==> src/osc_lock_pkg.sv <==
// Constants for the oscillator source control block with write lock.
// Assumes a 32-bit AXI4-Lite register bus and a 100 MHz system clock.
package osc_lock_pkg;

    localparam int         ADDR_W            = 8;
    localparam logic [7:0] UNLOCK_KEY_FIRST  = 8'he7;
    localparam logic [7:0] UNLOCK_KEY_SECOND = 8'h18;
    localparam logic [7:0] OSC_CTRL_RESET    = 8'ha0;

    // Byte addresses of the registers
    localparam logic [ADDR_W-1:0] OSC_CTRL_ADDR   = 8'h00;
    localparam logic [ADDR_W-1:0] LOCK_STAT_ADDR  = 8'h04;
    localparam logic [ADDR_W-1:0] SCRATCH_ADDR    = 8'h08;
    localparam logic [ADDR_W-1:0] OPTION_ADDR     = 8'h0c;

    // Fields of the status word
    localparam int LOCK_STAT_STATE_LSB = 0;
    localparam int LOCK_STAT_OPTION    = 2;

    localparam logic [1:0] RESP_OKAY   = 2'h0;
    localparam logic [1:0] RESP_SLVERR = 2'h2;

    typedef enum logic [1:0] {
        LOCKED,
        GOT_FIRST,
        UNLOCKED
    } lock_state_t;

endpackage

==> src/osc_source_control.sv <==
// AXI4-Lite slave holding the oscillator source control register behind a
// two-key write lock, plus a status word, a scratch word and the option bit.
// Assumes a single clock aclk and synchronous active-low reset aresetn.
//
// The placing of the registers and the AXI4-Lite register port are this design's own decisions.
`timescale 1ns/1ps

module osc_source_control
    import osc_lock_pkg::*;
(
    input  wire logic               aclk,
    input  wire logic               aresetn,
    input  wire logic [ADDR_W-1:0]  s_axi_awaddr,
    input  wire logic [2:0]         s_axi_awprot,
    input  wire logic               s_axi_awvalid,
    output logic                    s_axi_awready,
    input  wire logic [31:0]        s_axi_wdata,
    input  wire logic [3:0]         s_axi_wstrb,
    input  wire logic               s_axi_wvalid,
    output logic                    s_axi_wready,
    output logic [1:0]              s_axi_bresp,
    output logic                    s_axi_bvalid,
    input  wire logic               s_axi_bready,
    input  wire logic [ADDR_W-1:0]  s_axi_araddr,
    input  wire logic [2:0]         s_axi_arprot,
    input  wire logic               s_axi_arvalid,
    output logic                    s_axi_arready,
    output logic [31:0]             s_axi_rdata,
    output logic [1:0]              s_axi_rresp,
    output logic                    s_axi_rvalid,
    input  wire logic               s_axi_rready,
    input  wire logic               crystal_disable_option,
    output logic [7:0]              osc_source_control_reg
);

    ////////////////////////////////////////////////////////////////////////
    // Register map
    //   OSC_CTRL_ADDR   control byte, writable once after the two keys
    //   LOCK_STAT_ADDR  lock progress and the crystal option input
    //   SCRATCH_ADDR    free word, byte strobes honoured
    //   OPTION_ADDR     crystal option input alone
    //   Other addresses answer with a slave error and change nothing

    ////////////////////////////////////////////////////////////////////////
    // State

    typedef struct packed {
        logic              aw_held;
        logic [ADDR_W-1:0] aw_addr;
        logic              w_held;
        logic [31:0]       w_data;
        logic [3:0]        w_strb;
        logic              bvalid;
        logic [1:0]        bresp;
        logic              rvalid;
        logic [1:0]        rresp;
        logic [31:0]       rdata;
        logic [7:0]        osc_ctrl;
        logic [31:0]       scratch;
    } regs_t;

    regs_t       cur;
    regs_t       next_cur;
    logic        ctrl_write;
    logic        ctrl_update;
    lock_state_t lock_state;
    logic        do_write;

    function automatic logic is_mapped(input logic [ADDR_W-1:0] a);
        return (a == OSC_CTRL_ADDR) || (a == LOCK_STAT_ADDR) ||
               (a == SCRATCH_ADDR) || (a == OPTION_ADDR);
    endfunction

    // Unmapped addresses answer with a slave error and have no effect
    function automatic logic [1:0] resp_for(input logic [ADDR_W-1:0] a);
        return is_mapped(a) ? RESP_OKAY : RESP_SLVERR;
    endfunction

    // Status word: lock progress in the low bits, option input above it
    function automatic logic [31:0] status_word(input lock_state_t st,
                                                input logic        xdis);
        logic [31:0] w;
        w                           = 32'h00000000;
        w[LOCK_STAT_STATE_LSB +: 2] = st;
        w[LOCK_STAT_OPTION]         = xdis;
        return w;
    endfunction

    // Byte-lane merge for the fully writable scratch word
    function automatic logic [31:0] merge_bytes(input logic [31:0] old,
                                                input logic [31:0] data,
                                                input logic [3:0]  strb);
        logic [31:0] w;
        w = old;
        for (int i = 0; i < 4; i++) begin
            if (strb[i]) begin
                w[i*8 +: 8] = data[i*8 +: 8];
            end
        end
        return w;
    endfunction

    // Read data for one address; unmapped addresses read as zero
    function automatic logic [31:0] read_word(input logic [ADDR_W-1:0] a,
                                              input logic [7:0]        ctrl,
                                              input logic [31:0]       scr,
                                              input lock_state_t       st,
                                              input logic              xdis);
        logic [31:0] w;
        case (a)
            OSC_CTRL_ADDR:  w = {24'h000000, ctrl};
            LOCK_STAT_ADDR: w = status_word(st, xdis);
            SCRATCH_ADDR:   w = scr;
            OPTION_ADDR:    w = {31'h0, xdis};
            default:        w = 32'h00000000;
        endcase
        return w;
    endfunction

    ////////////////////////////////////////////////////////////////////////
    // Lock sequencer

    // Only writes carrying the low byte to the control word reach the lock
    assign do_write   = cur.aw_held && cur.w_held && !cur.bvalid;
    assign ctrl_write = do_write && (cur.aw_addr == OSC_CTRL_ADDR)
                        && cur.w_strb[0];

    osc_unlock_fsm u_lock (
        .aclk        (aclk),
        .aresetn     (aresetn),
        .ctrl_write  (ctrl_write),
        .ctrl_wdata  (cur.w_data[7:0]),
        .ctrl_update (ctrl_update),
        .lock_state  (lock_state)
    );

    ////////////////////////////////////////////////////////////////////////
    // Bus handshakes

    assign s_axi_awready = !cur.aw_held;
    assign s_axi_wready  = !cur.w_held;
    assign s_axi_arready = !cur.rvalid;
    assign s_axi_bvalid  = cur.bvalid;
    assign s_axi_bresp   = cur.bresp;
    assign s_axi_rvalid  = cur.rvalid;
    assign s_axi_rresp   = cur.rresp;
    assign s_axi_rdata   = cur.rdata;
    assign osc_source_control_reg = cur.osc_ctrl;

    always_comb begin
        next_cur = cur;

        // Address and data may arrive in either order; each is held until the write completes
        if (s_axi_awvalid && !cur.aw_held) begin
            next_cur.aw_held = 1'b1;
            next_cur.aw_addr = s_axi_awaddr;
        end
        if (s_axi_wvalid && !cur.w_held) begin
            next_cur.w_held = 1'b1;
            next_cur.w_data = s_axi_wdata;
            next_cur.w_strb = s_axi_wstrb;
        end

        // Address and data both held: perform write, raise response.
        // A write waits for the previous response to drain, so answers stay in order.
        if (do_write) begin
            next_cur.aw_held = 1'b0;
            next_cur.w_held  = 1'b0;
            next_cur.bvalid  = 1'b1;
            next_cur.bresp   = resp_for(cur.aw_addr);
            if (ctrl_update) begin
                next_cur.osc_ctrl = cur.w_data[7:0];
            end
            if (cur.aw_addr == SCRATCH_ADDR) begin
                next_cur.scratch = merge_bytes(cur.scratch, cur.w_data, cur.w_strb);
            end
        end
        // Response clears once the master has taken it
        if (cur.bvalid && s_axi_bready) begin
            next_cur.bvalid = 1'b0;
        end

        // Reads never touch the lock sequencer
        if (s_axi_arvalid && !cur.rvalid) begin
            next_cur.rvalid = 1'b1;
            next_cur.rresp  = resp_for(s_axi_araddr);
            next_cur.rdata  = read_word(s_axi_araddr, cur.osc_ctrl, cur.scratch,
                                        lock_state, crystal_disable_option);
        end else if (cur.rvalid && s_axi_rready) begin
            next_cur.rvalid = 1'b0;
        end
    end

    always_ff @(posedge aclk) begin
        if (!aresetn) begin
            cur.aw_held  <= 1'b0;
            cur.aw_addr  <= '0;
            cur.w_held   <= 1'b0;
            cur.w_data   <= 32'h00000000;
            cur.w_strb   <= 4'h0;
            cur.bvalid   <= 1'b0;
            cur.bresp    <= RESP_OKAY;
            cur.rvalid   <= 1'b0;
            cur.rresp    <= RESP_OKAY;
            cur.rdata    <= 32'h00000000;
            cur.osc_ctrl <= OSC_CTRL_RESET;
            cur.scratch  <= 32'h00000000;
        end else begin
            cur <= next_cur;
        end
    end

endmodule // osc_source_control

==> src/osc_unlock_fsm.sv <==
// Two-key unlock sequencer guarding one control register.
// Assumes ctrl_write pulses once per accepted write to that register only.
`timescale 1ns/1ps

module osc_unlock_fsm
    import osc_lock_pkg::*;
(
    input  wire logic        aclk,
    input  wire logic        aresetn,
    input  wire logic        ctrl_write,
    input  wire logic [7:0]  ctrl_wdata,
    output logic             ctrl_update,
    output lock_state_t      lock_state
);

    typedef struct packed {
        lock_state_t st;
    } fsm_t;

    fsm_t cur;
    fsm_t next_cur;

    always_comb begin
        next_cur    = cur;
        ctrl_update = 1'b0;
        if (ctrl_write) begin
            case (cur.st)
                LOCKED: begin
                    if (ctrl_wdata == UNLOCK_KEY_FIRST) begin
                        next_cur.st = GOT_FIRST;
                    end
                end
                GOT_FIRST: begin
                    // Wrong second key drops the partial unlock
                    if (ctrl_wdata == UNLOCK_KEY_SECOND) begin
                        next_cur.st = UNLOCKED;
                    end else begin
                        next_cur.st = LOCKED;
                    end
                end
                UNLOCKED: begin
                    ctrl_update = 1'b1;
                    next_cur.st = LOCKED;
                end
                default: begin
                    next_cur.st = LOCKED;
                end
            endcase
        end
    end

    always_ff @(posedge aclk) begin
        if (!aresetn) begin
            cur.st <= LOCKED;
        end else begin
            cur <= next_cur;
        end
    end

    assign lock_state = cur.st;

endmodule // osc_unlock_fsm

==> config.mk <==
export PLATFORM = sky130hd
export DESIGN_NAME = osc_source_control
export DESIGN_NICKNAME = d
export VERILOG_FILES = /design/src/osc_lock_pkg.sv /design/src/osc_source_control.sv /design/src/osc_unlock_fsm.sv
export SDC_FILE = /design/constraint.sdc
export NUM_CORES = 1
export LEC_CHECK = 0
export BUFFER_PORTS_ARGS = -buffer_cell sky130_fd_sc_hd__buf_2
export CAP_MARGIN = 30
export CORE_MARGIN = 2
export CORE_UTILIZATION = 50
export DETAILED_ROUTE_END_ITERATION = 16
export PLACE_DENSITY = 0.74
export SETUP_SLACK_MARGIN = 0.15
export SYNTH_ARGS = -nofsm -noshare
export SYNTH_HDL_FRONTEND = slang
export SYNTH_HIERARCHICAL = 1
export SYNTH_SLANG_ARGS = --single-unit
==> constraint.sdc <==
create_clock -name aclk -period 2.8 [get_ports aclk]
set_input_delay 0.42 -clock aclk [delete_from_list [all_inputs] [get_ports aclk]]
set_output_delay 0.42 -clock aclk [all_outputs]
set_load 0.03 [all_outputs]
==> flow_metrics.tcl <==
set metrics [dict create \
    hold_depth 3 \
    antenna_left 0 \
    whs_ns 0.130 \
    wl_per_cell_um 14.3 \
    cts_num_sinks 124 \
    hp-start "s_axi_awvalid" \
    synth_cells 606 \
    cp_max_fo 8 \
    cts_tree "yes" \
    dr_total_vias 4127 \
    slew_violations 0 \
    power_frac_clock 0.511 \
    pwr-share-seq 0.425 \
    hold_class "input pin to flop" \
    grt_pass1_vias 3896 \
    synth_warnings 6 \
    use_met1 0.283 \
    setup_viol 0 \
    post-route-period-util 0.861 \
    cts-htree-levels 4 \
    clkLatencyLatePin_ns 0.52 \
    netlist_area_um2 5290 \
    yosys.area.top_type_share 0.470 \
    layout_setup_ws_ns 0.388 \
    root_buffer "clkbuf_8" \
    power_per_cell_area_nw_per_um2 701 \
    clk_pin_slew_ns 0.06 \
    post_cts_buffers 0 \
    final_layout_size_suffix_gt1_frac 0.239 \
    dieArea_um2 11400 \
    synth_cell_type_count 36 \
    crit_path_end_kind "flop" \
    skew_ns 0.00801 \
    io_pins 115 \
    grt_pass1_wl_um 18600 \
    postSynthAreaPerCell_um2 8.72 \
    coreArea_um2 10300 \
    worst_slew_pin_slew_ns 0.875 \
    synth_top_cell_by_area "dfxtp_1" \
    r2r_cells 8 \
    antenna_found_initial 0 \
    hold_viol 0 \
    synth_seq_cells 124 \
    grtUsageTotal 0.208 \
    yosys-top-cells-area "dfxtp_1, nand2_1, mux2i_1" \
    cts_hold_buf 0 \
    row_count 37 \
    met2_usage 0.315 \
    die_height_um 107 \
    n_antenna_cell 0 \
    maxCapViolCount 0 \
    grt_max_degree 67 \
    cts.path.max_buffers 2 \
    slew_headroom 0.416 \
    internal-power_uw 3350 \
    dominantRegCellSynth "dfxtp_1" \
    min_period_ns 2.41 \
    p_total_uw 4350 \
    routed_via_density 5.13 \
    reg2reg_from "cur[114]$_SDFFE_PP0P_" \
    ir_drop_uv 334 \
    portBuffers 106 \
    post_cts_resized 0 \
    rsz0062_at_grt "no" \
    die_w_um 107 \
    startpoint "cur[114]$_SDFFE_PP0P_" \
    swShare 0.230 \
    seq_area_frac_synth 0.470 \
    power.net_switching_uw 998 \
    drtIter0Drc 254 \
    synth_edf_count 0 \
    numCtsBuffers 17 \
    worstPathArrival_ns 2.78 \
    crit_type "flop to flop" \
    dp_hpwl_um 7980 \
    async_flop_share 0 \
    gp_congestion 0.802 \
    nets 722 \
    share_comb_of_total_power 0.063 \
    max_freq_mhz 415 \
    place_ws_ns 0.291 \
    largest_reg_flops 78 \
    syn2layout_area_growth_pct 17.3 \
    cp.required_ns 3.17 \
    worstSetupStartpointType "flop" \
    p_leak_uw 0.00244 \
    grt_overflow 0 \
    tns_ns 0 \
    use_met3 0.0541 \
    start_util 0.514 \
    top_usage_layer "met2" \
    status "finished, final reports clean" \
    dr.pass1.iters 5 \
    drc 0 \
    routed_wl_um 11500 \
]
routing by layer:
metal	vias to the layer above	routed length, um
met5	-	0
met4	0	159
met3	13	693
met2	119	5200
met1	1916	5440
li1	2079	-
final timing paths:
path	end	slack, ns
max	osc_source_control_reg[5]$_SDFFE_PN1P_	0.39
max reg2reg	osc_source_control_reg[5]$_SDFFE_PN1P_	0.39
min reg2reg	s_axi_rdata[8]$_SDFFE_PN0P_	0.45
min	cur[123]$_SDFFE_PP0P_	0.13
cell usage in the layout (no fill, tap or decap), drive strengths merged, types with 2 or more instances in the layout:
| cell type | netlist | routed |
|---|---|---|
| o211a | 2 | 2 |
| nor3 | 2 | 2 |
| nand3b | 6 | 6 |
| nor2 | 6 | 6 |
| bufinv | 0 | 3 |
| o21ai | 32 | 32 |
| inv | 3 | 5 |
| a21boi | 43 | 43 |
| dfxtp | 124 | 124 |
| a2bb2oi | 2 | 2 |
| clkinvlp | 0 | 4 |
| nand4 | 2 | 2 |
| nand4b | 3 | 3 |
| nor4 | 5 | 5 |
| nand2b | 4 | 4 |
| conb | 1 | 2 |
| nand2 | 180 | 180 |
| nand3 | 35 | 35 |
| buf | 50 | 114 |
| and4b | 2 | 2 |
| nor2b | 12 | 12 |
| clkinv | 0 | 3 |
| clkbuf | 34 | 20 |
| mux2i | 47 | 47 |
final cells by class:
class	count	area, um^2
clock buffer	20	455
clock inverter	12	160
fill	917	4080
inverter	3	11.3
multi-input combinational	396	2310
sequential	124	2480
tap	136	170
timing repair buffer	114	606
through the flow:
step	instances	util	cell area, um^2
finish	805	0.603	6200
global route	805	0.603	6200
CTS	805	0.603	6190
detailed placement	773	0.543	5580
global placement	773	0.543	5580
floorplan	607	-	5290
cells by family after synthesis:
logic type,synth area share
AND/OR/NAND/NOR,0.237
AO/OA/AOI/OAI,0.105
buffers and inverters,0.0945
multiplexers,0.0933
flip-flops,0.470
other,0.000710
power groups by stage:
stage | sequential (uW) | clock (uW) | combinational [uW]
floorplan | 1870 | 0 | 194
global placement | 1880 | 0 | 268
detailed placement | 1880 | 0 | 276
CTS | 1850 | 2260 | 276
global route | 1850 | 2340 | 304
finish | 1850 | 2220 | 276
worst max-delay path, stage by stage, from the launching register on:
cell and delay (ns):
dfxtp_1 0.46, nand3b_2 0.11, or4b_2 0.63, nor3_2 0.24
nand2_1 0.09, nor2_1 0.13, nand4b_1 0.35, nand2_1 0.17
nand3_1 0.09
cells in the mapped netlist (2+ instances only):
cell type / instances
a21boi_0: 43
a2bb2oi_1: 2
and4b_1: 2
buf_1: 5
buf_4: 44
clkbuf_1: 34
dfxtp_1: 124
inv_1: 3
mux2i_1: 47
nand2_1: 180
nand2b_1: 4
nand3_1: 35
nand3b_1: 5
nand4_1: 2
nand4b_1: 3
nor2_1: 6
nor2b_1: 12
nor3_1: 2
nor4_4: 4
o211a_1: 2
o21ai_0: 32
(Power assumes the default switching activity.)
